### src/rtl/adc_link_pkg.sv
/*
 package for the converter serial link timing block: modes, states, timing
 constants and the carrier structs shared by the top module and the strobe
 generator. assumes a 50 MHz system clock.
*/
package adc_link_pkg;

   localparam int unsigned CLK_PERIOD_NS = 20;

   // times as printed, in their own unit
   localparam int unsigned RESET_LOW_MIN_NS  = 100;
   localparam int unsigned RESET_READY_MAX_US = 1250;
   localparam int unsigned NAP_WAKE_MAX_NS   = 300;
   localparam int unsigned PWRUP_MAX_US      = 250;
   localparam int unsigned NOP_READY_MAX_NS  = 10;
   localparam int unsigned RW_READY_TYP_NS   = 70;
   localparam int unsigned RW_READY_MAX_NS   = 115;
   localparam int unsigned STR_START_MIN_NS  = 12;
   localparam int unsigned STR_START_MAX_NS  = 40;

   function automatic int unsigned ns_floor(input int unsigned ns);
      int unsigned c;
      c = ns / CLK_PERIOD_NS;
      return (c < 1) ? 1 : c;
   endfunction

   function automatic int unsigned ns_ceil(input int unsigned ns);
      int unsigned c;
      c = (ns + CLK_PERIOD_NS - 1) / CLK_PERIOD_NS;
      return (c < 1) ? 1 : c;
   endfunction

   localparam int unsigned RESET_LOW_CYC   = ns_ceil(RESET_LOW_MIN_NS);
   localparam int unsigned RESET_READY_CYC = ns_floor(RESET_READY_MAX_US * 1000);
   localparam int unsigned NAP_WAKE_CYC    = ns_floor(NAP_WAKE_MAX_NS);
   localparam int unsigned PWRUP_CYC       = ns_floor(PWRUP_MAX_US * 1000);
   localparam int unsigned RW_READY_CYC    = ns_floor(RW_READY_TYP_NS);
   localparam int unsigned STR_START_CYC   = ns_ceil(STR_START_MIN_NS);

   localparam int unsigned CNT_W = 17;

   typedef enum logic [1:0] {
      MODE_SPI,
      MODE_SRC_EXT,
      MODE_SRC_INT
   } link_mode_t;

   typedef enum logic [1:0] {
      DIV_1,
      DIV_2,
      DIV_4
   } strobe_div_t;

   typedef enum logic [1:0] {
      FRAME_NOP,
      FRAME_RW,
      FRAME_DATA
   } frame_kind_t;

   typedef enum logic [2:0] {
      ST_RESET,
      ST_BOOT,
      ST_IDLE,
      ST_FRAME,
      ST_TAIL,
      ST_NAP,
      ST_WAKE
   } link_state_t;

   typedef struct packed {
      logic cs_n;
      logic sclk;
      logic reset_n;
   } link_pins_t;

   typedef struct packed {
      logic       nap;
      logic       power_down;
      link_mode_t mode;
      strobe_div_t div;
      frame_kind_t kind;
   } link_ctrl_t;

   localparam logic [1:0] DIV2_HALF = 2'h1;
   localparam logic [1:0] DIV4_HALF = 2'h3;

endpackage

### src/rtl/adc_serial_link_timing.sv
/*
 device side sequencing of the converter serial link: reset recovery, light
 sleep and power down recovery, ready/strobe output and data output enable
 across the spi-compatible and source-synchronous modes.
 assumes pins arrive asynchronously and are synchronised here; the data bits
 to send come in parallel from converter logic on the same clock.
*/
`timescale 1ns/1ns
module adc_serial_link_timing #(
   parameter int unsigned DATA_W     = 16,
   parameter int unsigned READY_CYC  = adc_link_pkg::RESET_READY_CYC,
   parameter int unsigned PWRUP_CYC_P = adc_link_pkg::PWRUP_CYC
) (
   input  wire logic                       clk_i,            // system clock
   input  wire logic                       reset_i,          // synchronous reset
   input  wire adc_link_pkg::link_pins_t   pins_i,           // cs_n, sclk, reset_n pins
   input  wire adc_link_pkg::link_ctrl_t   ctrl_i,           // mode, divider, sleep, kind
   input  wire logic [DATA_W-1:0]          data_i,           // word to shift out
   output logic                            ready_strobe_output_o, // ready/strobe pin
   output logic                            sdo_o,            // serial data out
   output logic                            sdo_oe_o,         // data out enable
   output logic                            ready_o           // device operational
);
   import adc_link_pkg::*;

   typedef struct packed {
      link_pins_t   s1;
      link_pins_t   s2;
      logic         sclk_d;
      link_state_t  st;
      logic [CNT_W-1:0]  cnt;
      logic [DATA_W-1:0] shift;
      logic         ready_strobe_output;
      logic         sdo;
      logic         oe;
      logic         rdy;
      logic         nap_d;
      logic         pd_d;
      frame_kind_t  kind;
   } top_state_t;

   top_state_t s_reg;
   top_state_t s_next;
   logic       str_run;
   logic       str_tick;
   logic       str_level;

   function automatic logic [CNT_W-1:0] cyc(input int unsigned n);
      return CNT_W'(n);
   endfunction

   strobe_gen u_strobe (
      .clk_i   (clk_i),
      .reset_i (reset_i),
      .run_i   (str_run),
      .div_i   (ctrl_i.div),
      .tick_o  (str_tick),
      .level_o (str_level)
   );

   always_comb begin
      s_next       = s_reg;
      s_next.s1    = pins_i;
      s_next.s2    = s_reg.s1;
      s_next.sclk_d = s_reg.s2.sclk;
      s_next.nap_d = ctrl_i.nap;
      str_run      = 1'b0;
      if (s_reg.st == ST_FRAME && ctrl_i.mode == MODE_SRC_INT
          && s_reg.cnt >= cyc(STR_START_CYC)) begin
         str_run = 1'b1;
      end
      case (s_reg.st)
         ST_RESET: begin
            s_next.ready_strobe_output = 1'b0;
            s_next.rdy = 1'b0;
            s_next.oe  = 1'b0;
            if (!s_reg.s2.reset_n) begin
               if (s_reg.cnt < cyc(RESET_LOW_CYC)) begin
                  s_next.cnt = s_reg.cnt + 1'b1;
               end
            end else if (s_reg.cnt >= cyc(RESET_LOW_CYC)) begin
               s_next.st  = ST_BOOT;
               s_next.cnt = '0;
            end else begin
               s_next.st  = ST_IDLE;
               s_next.ready_strobe_output = 1'b1;
               s_next.rdy = 1'b1;
            end
         end
         ST_BOOT: begin
            s_next.cnt = s_reg.cnt + 1'b1;
            if (s_reg.cnt >= cyc(READY_CYC - 1)) begin
               s_next.st  = ST_IDLE;
               s_next.ready_strobe_output = 1'b1;
               s_next.rdy = 1'b1;
            end
         end
         ST_IDLE: begin
            s_next.cnt  = '0;
            s_next.pd_d = ctrl_i.power_down;
            if (ctrl_i.power_down || ctrl_i.nap) begin
               s_next.st  = ST_NAP;
               s_next.rdy = 1'b0;
            end else if (!s_reg.s2.cs_n) begin
               s_next.st    = ST_FRAME;
               s_next.kind  = ctrl_i.kind;
               s_next.shift = data_i;
               s_next.oe    = 1'b1;
               s_next.sdo   = data_i[DATA_W-1];
               if (ctrl_i.mode == MODE_SPI) begin
                  s_next.ready_strobe_output = 1'b0;
               end else begin
                  s_next.ready_strobe_output = 1'b0;
               end
            end
         end
         ST_FRAME: begin
            if (s_reg.cnt < cyc(STR_START_CYC)) begin
               s_next.cnt = s_reg.cnt + 1'b1;
            end
            if (s_reg.s2.cs_n) begin
               s_next.oe  = 1'b0;
               s_next.cnt = '0;
               if (s_reg.kind == FRAME_RW) begin
                  s_next.st  = ST_TAIL;
                  s_next.ready_strobe_output = 1'b0;
               end else begin
                  s_next.st  = ST_IDLE;
                  s_next.ready_strobe_output = 1'b1;
               end
            end else if (ctrl_i.mode == MODE_SRC_EXT
                         && s_reg.s2.sclk && !s_reg.sclk_d) begin
               s_next.ready_strobe_output   = ~s_reg.ready_strobe_output;
               s_next.shift = {s_reg.shift[DATA_W-2:0], 1'b0};
               s_next.sdo   = s_reg.shift[DATA_W-2];
            end else if (ctrl_i.mode == MODE_SRC_INT) begin
               // next level, so the strobe edge lands with the data change
               s_next.ready_strobe_output = str_level ^ str_tick;
               if (str_tick) begin
                  s_next.shift = {s_reg.shift[DATA_W-2:0], 1'b0};
                  s_next.sdo   = s_reg.shift[DATA_W-2];
               end
            end else if (ctrl_i.mode == MODE_SPI
                         && !s_reg.s2.sclk && s_reg.sclk_d) begin
               s_next.shift = {s_reg.shift[DATA_W-2:0], 1'b0};
               s_next.sdo   = s_reg.shift[DATA_W-2];
            end
         end
         ST_TAIL: begin
            s_next.cnt = s_reg.cnt + 1'b1;
            if (s_reg.cnt >= cyc(RW_READY_CYC - 1)) begin
               s_next.st  = ST_IDLE;
               s_next.ready_strobe_output = 1'b1;
               s_next.cnt = '0;
            end
         end
         ST_NAP: begin
            s_next.ready_strobe_output = 1'b0;
            s_next.cnt = '0;
            // power down seen during sleep stays latched through the wake
            if (ctrl_i.power_down) begin
               s_next.pd_d = 1'b1;
            end
            if (!ctrl_i.nap && !ctrl_i.power_down) begin
               s_next.st = ST_WAKE;
            end
         end
         ST_WAKE: begin
            s_next.cnt = s_reg.cnt + 1'b1;
            if ((!s_reg.pd_d && s_reg.cnt >= cyc(NAP_WAKE_CYC - 1))
                || (s_reg.cnt >= cyc(PWRUP_CYC_P - 1))) begin
               s_next.st  = ST_IDLE;
               s_next.ready_strobe_output = 1'b1;
               s_next.rdy = 1'b1;
               s_next.cnt = '0;
            end
         end
         default: begin
            s_next.st = ST_RESET;
         end
      endcase
      if (!s_reg.s2.reset_n && s_reg.st != ST_RESET) begin
         s_next.st  = ST_RESET;
         s_next.cnt = cyc(1);
         s_next.oe  = 1'b0;
      end
   end

   always_ff @(posedge clk_i) begin
      if (reset_i) begin
         s_reg      <= '0;
         s_reg.s1   <= 3'b101;
         s_reg.s2   <= 3'b101;
         s_reg.st   <= ST_BOOT;
      end else begin
         s_reg <= s_next;
      end
   end

   assign ready_strobe_output_o = s_reg.ready_strobe_output;
   assign sdo_o                 = s_reg.sdo;
   assign sdo_oe_o              = s_reg.oe;
   assign ready_o               = s_reg.rdy;
endmodule

### src/rtl/strobe_gen.sv
/*
 internal strobe generator: toggles its output at a half period set by the
 divider option while enabled. assumes enable comes from the same clock.
 the undivided option toggles every system clock.
*/
`timescale 1ns/1ns
module strobe_gen (
   input  wire logic                      clk_i,    // system clock
   input  wire logic                      reset_i,  // synchronous reset
   input  wire logic                      run_i,    // strobe active
   input  wire adc_link_pkg::strobe_div_t div_i,    // divider option
   output logic                           tick_o,   // toggle this cycle
   output logic                           level_o   // strobe level
);
   import adc_link_pkg::*;

   typedef struct packed {
      logic [1:0] cnt;
      logic       level;
   } sg_state_t;

   sg_state_t state_reg;
   sg_state_t state_next;
   logic [1:0] half;

   // equal high and low phases keep the duty cycle at one half
   always_comb begin
      case (div_i)
         DIV_1:   half = 2'h0;
         DIV_2:   half = DIV2_HALF;
         DIV_4:   half = DIV4_HALF;
         default: half = 2'h0;
      endcase
      state_next = state_reg;
      tick_o     = 1'b0;
      if (!run_i) begin
         // preload so the first enabled cycle toggles whatever the divider
         state_next       = '0;
         state_next.cnt   = half;
      end else if (state_reg.cnt >= half) begin
         state_next.cnt   = 2'h0;
         state_next.level = ~state_reg.level;
         tick_o           = 1'b1;
      end else begin
         state_next.cnt = state_reg.cnt + 2'h1;
      end
   end

   always_ff @(posedge clk_i) begin
      if (reset_i) begin
         state_reg <= '0;
      end else begin
         state_reg <= state_next;
      end
   end

   assign level_o = state_reg.level;
endmodule

### config.mk
export PLATFORM = sky130hd
export DESIGN_NAME = adc_serial_link_timing
export DESIGN_NICKNAME = d
export VERILOG_FILES = /design/src/rtl/adc_link_pkg.sv /design/src/rtl/adc_serial_link_timing.sv /design/src/rtl/strobe_gen.sv
export SDC_FILE = /design/constraint.sdc
export NUM_CORES = 1
export LEC_CHECK = 0
export BUFFER_PORTS_ARGS = -buffer_cell sky130_fd_sc_hd__buf_4
export CAP_MARGIN = 5
export CORE_MARGIN = 1
export CORE_UTILIZATION = 40
export DETAILED_ROUTE_END_ITERATION = 6
export PLACE_DENSITY = 0.59
export SLEW_MARGIN = 0
export SYNTH_ARGS = -nofsm -noshare
export SYNTH_HDL_FRONTEND = slang
export SYNTH_SLANG_ARGS = --single-unit
### constraint.sdc
create_clock -name clk_i -period 2.1 [get_ports clk_i]
set_input_delay 0.42 -clock clk_i [delete_from_list [all_inputs] [get_ports clk_i]]
set_output_delay 0.42 -clock clk_i [all_outputs]
set_load 0.01 [all_outputs]
==> results of run 1 <==
critical path, stage by stage, from the launching register on:
cell	delay [ps]
sky130_fd_sc_hd__dfxtp_2	350
sky130_fd_sc_hd__a211o_1	330
sky130_fd_sc_hd__a31o_1	200
sky130_fd_sc_hd__a2111o_1	420
sky130_fd_sc_hd__a211oi_4	300
sky130_fd_sc_hd__buf_6	170
sky130_fd_sc_hd__buf_16	130
sky130_fd_sc_hd__buf_4	100
sky130_fd_sc_hd__nand3_2	40
sky130_fd_sc_hd__a31oi_1	110
final cells by class:
| class | instances | area (um2) | share of cell area, % |
|---|---|---|---|
| Clock inverter | 2 | 13.8 | 0.332 |
| Sequential cell | 52 | 1060 | 25.5 |
| Multi-Input combinational cell | 302 | 2030 | 49.1 |
| Timing Repair Buffer | 85 | 782 | 18.9 |
| Clock buffer | 6 | 72.6 | 1.75 |
| Tap cell | 99 | 124 | 2.99 |
| Inverter | 15 | 56.3 | 1.36 |
per-stage QoR:
stage | cell area [um2] | setup WS, ps | hold WS, ps | power [mW] | util (%)
after floorplan | 3160 | -45.5 | 389 | 2.02 | -
after global placement | 3730 | -167 | 400 | 2.41 | 50.6
after detailed placement | 3730 | -207 | 402 | 2.42 | 50.6
after CTS | 3860 | -68.1 | 275 | 3.13 | 52.4
after global routing | 4140 | -206 | 279 | 3.46 | 56.2
final | 4140 | -119 | 281 | 3.29 | 56.2
power groups by stage:
| stage | Clock (mW) | Sequential, mW | Combinational, mW |
|---|---|---|---|
| after CTS | 0.616 | 1.15 | 1.37 |
| final | 0.597 | 1.15 | 1.54 |
| after global placement | 0 | 1.17 | 1.24 |
| after detailed placement | 0 | 1.17 | 1.25 |
| after floorplan | 0 | 1.14 | 0.886 |
| after global routing | 0.651 | 1.16 | 1.65 |
logic make-up after synthesis:
logic type / after synthesis / synth area share, %
mux: 18 / 5.80
xor+xnor: 2 / 0.564
fa+ha+maj: 6 / 2.42
simple gates: 177 / 29.1
flops: 52 / 33.5
compound gates: 99 / 22.2
buf+inv: 46 / 6.37
layer usage:
metal	track usage, %	part of all wire (%)
met5	0	0
met4	5.24	0.94
met3	2.88	3.2
met2	29.0	45
met1	28.5	51
cell usage in the layout, fill, tap and decap left out, types with 5 or more instances in the layout:
cell type and instances:
sky130_fd_sc_hd__buf_4 71, sky130_fd_sc_hd__nor2_1 42, sky130_fd_sc_hd__dfxtp_1 41, sky130_fd_sc_hd__nand2_1 33, sky130_fd_sc_hd__nand3_1 27, sky130_fd_sc_hd__a31oi_1 21
sky130_fd_sc_hd__mux2i_1 18, sky130_fd_sc_hd__nor3_1 14, sky130_fd_sc_hd__a21oi_1 14, sky130_fd_sc_hd__inv_1 12, sky130_fd_sc_hd__a211oi_1 12, sky130_fd_sc_hd__dfxtp_2 10
sky130_fd_sc_hd__nor2b_1 8, sky130_fd_sc_hd__nand2b_1 7, sky130_fd_sc_hd__nand3b_1 7, sky130_fd_sc_hd__o21ai_0 6, sky130_fd_sc_hd__nand3_2 6, sky130_fd_sc_hd__or2_2 6
sky130_fd_sc_hd__a21o_1 5, sky130_fd_sc_hd__o211ai_1 5, sky130_fd_sc_hd__clkbuf_8 5, sky130_fd_sc_hd__buf_6 5, sky130_fd_sc_hd__buf_12 5
how the worst max path moves through the flow:
stage	slack, ps	from	end	cells after the start
after floorplan	-50	s_reg[24]	s_reg[27]	8
after global placement	-170	ctrl_i[3]	sdo_o	11
after detailed placement	-210	ctrl_i[3]	sdo_o	11
after CTS	-70	s_reg[24]	s_reg[33]	8
after global routing	-210	s_reg[24]	s_reg[38]	8
final	-120	s_reg[24]	s_reg[33]	9
timing repair:
item,4_1_cts,5_1_grt
setup buffers,1,7
gates resized for setup,3,41
pin swaps,2,17
cloned,1,3
endpoints found under the setup margin,17,28
==> impl_metrics.py, run 1 <==
metrics = {
    "run_status": {
        "status": "finished, violations left",
        "violations": "negative setup slack",
    },
    "placed_design": {
        "place_congestion": 0.837,
        "io_buffer_count": 32,
        "placed_cells": 542,
        "hpwlAfterDp_mm": 5.38,
    },
    "timing": {
        "final.period_utilization_pct": 106,
        "finalSetupViolCount": 16,
        "rsz0062_at_grt": "true",
        "setup-tns-final_ps": -1070,
        "layout_setup_ws_ps": -119,
        "max_clock_freq_mhz": 451,
        "final_period_minus_worst_setup_slack_ps": 2220,
        "hold_viol": 0,
        "final-max-slew-violation-count": 0,
        "worst-slew-pin-transition_ps": 393,
        "max_slew_margin_pct": 73.5,
        "clock_skew_ps": 7.59,
    },
    "pwr": {
        "p_sw_mw": 1.24,
        "share_clk_of_total_power_pct": 18.2,
        "internal_power_mw": 2.04,
        "combPwrFrac_pct": 46.9,
        "cellPowerDensity_nw_per_um2": 794,
        "power_frac_seq_pct": 35.0,
        "ir_drop_v": 0.000359,
        "power_leakage_nw": 1.67,
        "sw_frac_of_total_pct": 37.8,
    },
    "critical_path": {
        "critical_path_required_ps": 2340,
        "cp_max_fo": 8,
        "end_kind": "flop",
        "worst-r2r-setup-slack_ps": -120,
        "worst_case_reg_to_reg_path_depth": 9,
        "crit-reg2reg-capture": "s_reg[33]",
        "cp-start-kind": "flop",
        "r2r-start": "s_reg[24]",
        "category_of_the_critical_setup_timing_path": "flop to flop",
        "timing.critical_path.arrival_ps": 2460,
    },
    "floorplan": {
        "floorplan.die_area_um2": 8120,
        "die_y_um": 90.1,
        "fp.coreArea_um2": 7370,
        "initial_utilization_pct": 42.1,
        "floorplan.io_pins": 33,
        "num_rows": 31,
        "dieWidth_um": 90.1,
    },
    "final_layout": {
        "largest_register_ffs": 41,
        "design.final.nets": 496,
        "num-fill-cells": 719,
        "area_delta_synth_final_pct": 33.3,
        "final_layout_size_suffix_gt1_share_pct": 30.3,
        "finalNonFillerCells": 561,
        "num_antenna_cells": 0,
    },
    "synthesis": {
        "synth_commonest_cells": "sky130_fd_sc_hd__dfxtp_1, sky130_fd_sc_hd__nor2_1, sky130_fd_sc_hd__nand3_1, sky130_fd_sc_hd__nand2_1, sky130_fd_sc_hd__a31oi_1",
        "netlist_area_um2": 3110,
        "syn-instance-count": 400,
        "synthDistinctLibCells": 60,
        "synth_edf_count": 0,
        "syn-num-nets": 435,
        "synth_seq_cells": 52,
        "synth.yosys.warnings": 0,
        "ffs_w_async_s_r_synth_pct": 0,
        "ys_dominant_reg_cell": "sky130_fd_sc_hd__dfxtp_1",
        "post-synth-top-area-cell": "sky130_fd_sc_hd__dfxtp_1",
        "yosys-top-cells-area": "sky130_fd_sc_hd__dfxtp_1, sky130_fd_sc_hd__mux2i_1, sky130_fd_sc_hd__nand3_1",
        "avg_cell_area_syn_um2": 7.76,
        "top_count_cell_post_synth": "sky130_fd_sc_hd__dfxtp_1",
        "synth-seq-area-share_pct": 33.5,
        "synthDominantCellAreaShare_pct": 33.5,
    },
    "cts": {
        "cts_tree": "built",
        "clock_tree.buffer_depth": 2,
        "cts_hold_fix_bufs": 0,
        "clock_tree.htree_level_count": 2,
        "cts_buffers": 5,
        "cell_chosen_for_the_clock_root": "sky130_fd_sc_hd__clkbuf_8",
        "clock_insertion_delay_worst_skew_ps": 320,
        "cts.sink_count": 52,
        "clk_pin_slew_worst_paths_ps": 100,
    },
    "drt": {
        "first_iter_violations": 249,
        "drt.antenna.violating_nets": 0,
        "wl_per_cell_um": 15.1,
        "vias_per_cell": 5.64,
        "aggregate_routed_wire_length_mm": 8.48,
        "detail_route.first_pass.iterations": 5,
        "vias": 3163,
        "remaining_drc_errors": 0,
    },
    "grt": {
        "grt_first_pass_wirelength_mm": 12.9,
        "track_usage_pct": 19.3,
        "grt_pass1_vias": 2687,
        "grt_remaining_overflow": 0,
        "grt_max_degree": 34,
        "grt_antenna_before_repair": 0,
    },
    "worst_hold_path": {
        "min_path_cells": 2,
        "hold_removal_path_class": "input port to flop",
        "holdPathEnd": "s_next[47]",
        "hp-start": "pins_i[2]",
    },
    "flow_run": {
        "maxCapViolations": 0,
    },
}
(Power assumes the default switching activity.)
==> run 2: changes to the inputs <==
BUFFER_PORTS_ARGS = default   (was -buffer_cell sky130_fd_sc_hd__buf_4)
DONT_BUFFER_PORTS = 1   (was default)
PLACE_DENSITY = 0.55   (was 0.59)
==> run 2 against run 1 <==
The run still ends with negative setup slack left. Total power is 3.4% lower. Clock power up 7.7%. Wire length shrank 3.2%. Critical path type unchanged. Design area fell by 7.6%. Count of clock-buffer cells in the layout is 1 lower. Largest cell class unchanged. Global-route usage increased by 0.74 points. Core utilization is 4.3 points lower. Highest routed layer unchanged. Sequential cell count did not move.
==> impl_metrics.py, run 2 (synthesis results as in run 1) <==
metrics = {
    "run_status": {
        "status": "finished, violations left",
        "violations": "negative setup slack",
    },
    "timing": {
        "finalSetupViolCount": 22,
        "final_period_minus_worst_setup_slack_ps": 2180,
        "clock_skew_ps": 6.64,
        "rsz0062_at_grt": "true",
        "final.period_utilization_pct": 104,
        "hold_viol": 0,
        "final-max-slew-violation-count": 0,
        "max_slew_margin_pct": 69.7,
        "max_clock_freq_mhz": 459,
        "layout_setup_ws_ps": -79.5,
        "setup-tns-final_ps": -969,
        "worst-slew-pin-transition_ps": 449,
    },
    "drt": {
        "first_iter_violations": 255,
        "vias_per_cell": 5.63,
        "remaining_drc_errors": 0,
        "vias": 2992,
        "drt.antenna.violating_nets": 0,
        "aggregate_routed_wire_length_mm": 8.21,
        "detail_route.first_pass.iterations": 5,
        "wl_per_cell_um": 15.5,
    },
    "final_layout": {
        "most_frequent_cells_in_the_layout": "sky130_fd_sc_hd__dfxtp_1, sky130_fd_sc_hd__buf_4, sky130_fd_sc_hd__nor2_1",
        "design.final.nets": 466,
        "largest_register_ffs": 41,
        "area_delta_synth_final_pct": 23.2,
        "finish.utilization_pct": 51.9,
        "final_layout_size_suffix_gt1_share_pct": 22.5,
        "num_antenna_cells": 0,
        "layout.cells.most_common": "sky130_fd_sc_hd__dfxtp_1",
    },
    "pwr": {
        "power_frac_seq_pct": 36.1,
        "sw_frac_of_total_pct": 38.7,
        "p_sw_mw": 1.23,
        "cellPowerDensity_nw_per_um2": 830,
        "power_leakage_nw": 1.51,
        "combPwrFrac_pct": 43.6,
        "total_power_mw": 3.18,
        "internal_power_mw": 1.95,
        "share_clk_of_total_power_pct": 20.2,
        "ir_drop_v": 0.000346,
    },
    "cts": {
        "clock_insertion_delay_worst_skew_ps": 320,
        "cts_buffers": 5,
        "clock_tree.htree_level_count": 2,
        "cts.sink_count": 52,
        "cts_tree": "built",
        "clk_pin_slew_worst_paths_ps": 110,
        "cell_chosen_for_the_clock_root": "sky130_fd_sc_hd__clkbuf_8",
        "cts_hold_fix_bufs": 0,
        "clock_tree.buffer_depth": 2,
    },
    "floorplan": {
        "floorplan.io_pins": 33,
        "fp.coreArea_um2": 7370,
        "dieWidth_um": 90.1,
        "die_y_um": 90.1,
        "floorplan.die_area_um2": 8120,
        "num_rows": 31,
        "initial_utilization_pct": 42.1,
    },
    "critical_path": {
        "crit_slowest_cell": "sky130_fd_sc_hd__a2111o_1",
        "cp-start-kind": "flop",
        "end_kind": "flop",
        "critical-path-max-stage-delay_ps": 420,
        "category_of_the_critical_setup_timing_path": "flop to flop",
        "timing.critical_path.arrival_ps": 2430,
        "worstPathCellList": "a211o_1 > a31o_1 > a2111o_1 > a211oi_4 > buf_6 > buf_12 > o211ai_1 > a31oi_1",
        "cp_max_fo": 16,
        "critical_path_required_ps": 2350,
    },
    "worst_hold_path": {
        "hold_removal_path_class": "input port to flop",
    },
    "flow_run": {
        "maxCapViolations": 0,
    },
    "placed_design": {
        "io_buffer_count": 0,
        "hpwlAfterDp_mm": 5.37,
        "place_congestion": 0.807,
    },
    "grt": {
        "grt_pass1_vias": 2803,
        "grt_antenna_before_repair": 0,
        "grt_max_degree": 34,
        "grt_first_pass_wirelength_mm": 13.4,
        "grt_remaining_overflow": 0,
        "track_usage_pct": 20.0,
    },
}
## run 2: cell types whose count changed in the layout (fill, tap and decap cells not counted), sizes merged
cell,previous run,this run
buf,83,54
clkbuf,8,6
clkinvlp,0,1
## run 2: cell type report
cell class / count / area (um2)
clock inverters: 3 / 27.5
multi-input cells: 302 / 2000
fillers: 742 / 3540
repair buffers: 55 / 508
well taps: 99 / 124
inverters: 15 / 56.3
clock buffers: 5 / 68.8
flip-flops and latches: 52 / 1040
## run 2: metal layers
metal	vias to the layer above	global-route usage, %	share of wire, %
met5	-	0	0
met4	0	6.32	1.3
met3	9	4.31	4.8
met2	59	29.6	43
met1	1401	28.8	51
li1	1523	-	-
## run 2: stage by stage
stage	area, um2	std cells	setup WS (ps)	hold slack, ps
CTS	3670	526	-35.9	146
finish	3830	531	-79.5	156
global placement	3520	515	-68.4	398
floorplan	3160	400	-45.5	389
detailed placement	3520	515	-131	398
global route	3830	531	-181	138
## run 2: timing repair
item | CTS | global route
gates resized for setup | 4 | 23
setup endpoints to repair | 16 | 36
cloned | 1 | 3
pin swaps | 4 | 7
setup buffers | 2 | 3
## run 2: power by group through the flow
stage	combinational, mW	sequential, mW	clock [mW]
final	1.39	1.15	0.643
after global placement	1.18	1.16	0
after detailed placement	1.19	1.17	0
after global routing	1.50	1.16	0.696
after CTS	1.30	1.15	0.663
after floorplan	0.886	1.14	0
## run 2: path summary, 6_finish.rpt
| check | end | from | slack, ps | cells past startpoint |
|---|---|---|---|---|
| min | s_next[44] | reset_i | 160 | 1 |
| max | s_reg[34] | s_reg[24] | -80 | 8 |
| max reg2reg | s_reg[34] | s_reg[24] | -80 | 8 |
| min reg2reg | s_reg[47] | s_next[47] | 420 | 1 |
## run 2: critical path: cells and delay by family (launching register included)
kind	cells	cell delay, ps
flops	1	350
buf+inv	2	310
compound gates	6	1450
==> run 3: changes to the inputs <==
SYNTH_HIERARCHICAL = 1   (was default)
==> run 3 against run 2 <==
The flow still finishes with violations (negative setup slack). Synthesized cell count up 3.0%. Die area is 0.51% higher. First-iteration DRC count is 9.0% lower. Cell count rose by 9.4%. Via count grew 14%.
==> impl_metrics.py, run 3 <==
metrics = {
    "critical_path": {
        "worst-r2r-setup-slack_ps": -350,
        "critical_path_required_ps": 2350,
        "worstPathCellList": "or4_4 > o22ai_2 > a21boi_2 > o22a_4 > nand3b_4 > or4_1 > a21oi_1",
        "category_of_the_critical_setup_timing_path": "flop to flop",
        "crit_slowest_cell": "sky130_fd_sc_hd__or4_4",
        "end_kind": "flop",
        "critical-path-max-stage-delay_ps": 550,
        "cp_max_fo": 7,
        "cp-start-kind": "flop",
        "timing.critical_path.arrival_ps": 2690,
    },
    "cts": {
        "cts_buffers": 5,
        "clk_pin_slew_worst_paths_ps": 110,
        "clock_insertion_delay_worst_skew_ps": 320,
        "cts_tree": "built",
        "cts_hold_fix_bufs": 0,
        "cts.sink_count": 52,
        "clock_tree.buffer_depth": 2,
        "cell_chosen_for_the_clock_root": "sky130_fd_sc_hd__clkbuf_8",
        "clock_tree.htree_level_count": 2,
    },
    "synthesis": {
        "synth.yosys.warnings": 6,
        "syn-num-nets": 447,
        "avg_cell_area_syn_um2": 7.58,
        "netlist_area_um2": 3120,
        "synth-seq-area-share_pct": 33.3,
        "syn-instance-count": 412,
        "ys_dominant_reg_cell": "sky130_fd_sc_hd__dfxtp_1",
        "synth_edf_count": 0,
        "synth_seq_cells": 52,
        "top_count_cell_post_synth": "sky130_fd_sc_hd__dfxtp_1",
        "synthDominantCellAreaShare_pct": 33.3,
        "ffs_w_async_s_r_synth_pct": 0,
        "synthDistinctLibCells": 62,
        "post-synth-top-area-cell": "sky130_fd_sc_hd__dfxtp_1",
        "yosys-top-cells-area": "sky130_fd_sc_hd__dfxtp_1, sky130_fd_sc_hd__nor2_1, sky130_fd_sc_hd__nand2_1",
        "synth_commonest_cells": "sky130_fd_sc_hd__dfxtp_1, sky130_fd_sc_hd__nor2_1, sky130_fd_sc_hd__nand2_1, sky130_fd_sc_hd__a21oi_1, sky130_fd_sc_hd__nand3_1",
    },
    "pwr": {
        "ir_drop_v": 0.000504,
        "total_power_mw": 4.62,
        "sw_frac_of_total_pct": 42.1,
        "share_clk_of_total_power_pct": 13.8,
        "internal_power_mw": 2.68,
        "power_frac_seq_pct": 25.4,
        "combPwrFrac_pct": 60.8,
        "p_sw_mw": 1.94,
        "cellPowerDensity_nw_per_um2": 1020,
        "power_leakage_nw": 1.73,
    },
    "grt": {
        "grt_pass1_vias": 3169,
        "grt_antenna_before_repair": 0,
        "grt_max_degree": 38,
        "grt_first_pass_wirelength_mm": 15.4,
        "grt_remaining_overflow": 0,
        "track_usage_pct": 22.7,
    },
    "placed_design": {
        "placed_cells": 555,
        "pre_cts_ws_ps": -593,
        "io_buffer_count": 0,
        "hpwlAfterDp_mm": 5.97,
        "place_area_um2": 3770,
        "place_congestion": 0.835,
    },
    "final_layout": {
        "area_delta_synth_final_pct": 44.8,
        "multiInputGateArea_um2": 2450,
        "most_frequent_cells_in_the_layout": "sky130_fd_sc_hd__buf_4, sky130_fd_sc_hd__nand2_1, sky130_fd_sc_hd__dfxtp_1",
        "num-fill-cells": 644,
        "num_antenna_cells": 0,
        "final_layout_size_suffix_gt1_share_pct": 41.7,
        "final_design_area_no_fill_um2": 4520,
        "finalNonFillerCells": 581,
        "layout.cells.most_common": "sky130_fd_sc_hd__buf_4",
        "largest_register_ffs": 41,
        "design.final.nets": 516,
        "final-seq-area_um2": 1060,
        "finish.utilization_pct": 61.0,
    },
    "flow_run": {
        "maxCapViolations": 0,
    },
    "floorplan": {
        "num_rows": 31,
        "floorplan.die_area_um2": 8160,
        "floorplan.io_pins": 33,
        "dieWidth_um": 90.3,
        "fp.coreArea_um2": 7410,
        "initial_utilization_pct": 42.1,
        "die_y_um": 90.3,
    },
    "timing": {
        "final-max-slew-violation-count": 0,
        "finalSetupViolCount": 38,
        "max_slew_margin_pct": 42.1,
        "layout_setup_ws_ps": -347,
        "rsz0062_at_grt": "true",
        "worst-slew-pin-transition_ps": 863,
        "holdWs_ps": 155,
        "final_period_minus_worst_setup_slack_ps": 2450,
        "hold_viol": 0,
        "final.period_utilization_pct": 117,
        "max_clock_freq_mhz": 409,
        "setup-tns-final_ps": -7800,
        "clock_skew_ps": 12.6,
    },
    "worst_hold_path": {
        "hold_removal_path_class": "input port to flop",
    },
    "drt": {
        "vias": 3412,
        "remaining_drc_errors": 0,
        "detail_route.first_pass.iterations": 4,
        "vias_per_cell": 5.87,
        "first_iter_violations": 232,
        "aggregate_routed_wire_length_mm": 9.46,
        "drt.antenna.violating_nets": 0,
        "top_layer": "met4",
        "detailroute.wirelength.met2_mm": 4.68,
        "wl_per_cell_um": 16.3,
        "drt-met1-wl_mm": 4.28,
        "met3_wirelength_um": 339,
    },
    "run_status": {
        "violations": "negative setup slack",
        "status": "finished, violations left",
    },
}
==> run 3: final cells by class <==
| cell class | instances | share of cell area (%) |
|---|---|---|
| clock buffers | 5 | 1.52 |
| inverters | 9 | 0.747 |
| multi-input cells | 323 | 54.2 |
| well taps | 99 | 2.74 |
| repair buffers | 90 | 16.7 |
| flip-flops and latches | 52 | 23.5 |
| clock inverters | 3 | 0.581 |
==> run 3: worst paths after layout <==
kind,depth (start not counted),start,to
max,7,s_reg[29],s_reg[36]
min,1,reset_i,s_reg[24]
max reg2reg,7,s_reg[29],s_reg[36]
min reg2reg,1,s_next[47],s_reg[47]
==> run 3: timing repair <==
item,4_1_cts,5_1_grt
gates cloned,3,0
endpoints found under the setup margin,38,38
buffers inserted,15,3
resized for setup,56,63
pin swaps,37,37
==> run 3: cells by family after synthesis <==
kind of cell,Yosys count,synth area share [%]
fa+ha+maj,6,2.40
xor+xnor,2,0.561
buf+inv,40,5.61
flops,52,33.3
compound gates,110,24.2
mux,3,0.962
simple gates,199,32.9
==> run 3: power groups by stage <==
stage / clock network (mW) / logic, mW / registers (mW)
after floorplan: 0 / 1.32 / 1.17
after global placement: 0 / 2.01 / 1.19
after detailed placement: 0 / 2.01 / 1.19
after CTS: 0.647 / 2.46 / 1.17
after global routing: 0.691 / 3.01 / 1.18
final: 0.638 / 2.81 / 1.17
==> run 3: layer usage <==
metal / vias to the layer above / track usage, %
li1: 1649 / -
met1: 1653 / 30.7
met2: 94 / 37.3
met3: 16 / 3.37
met4: 0 / 6.59
met5: - / 0
==> run 3: worst max-delay path: cells and delay by family, from the launching register on <==
family / cells / cell delay, ps
AOI/OAI and AO/OA: 4 / 700
DFF: 1 / 390
and+or+nand+nor: 3 / 1270
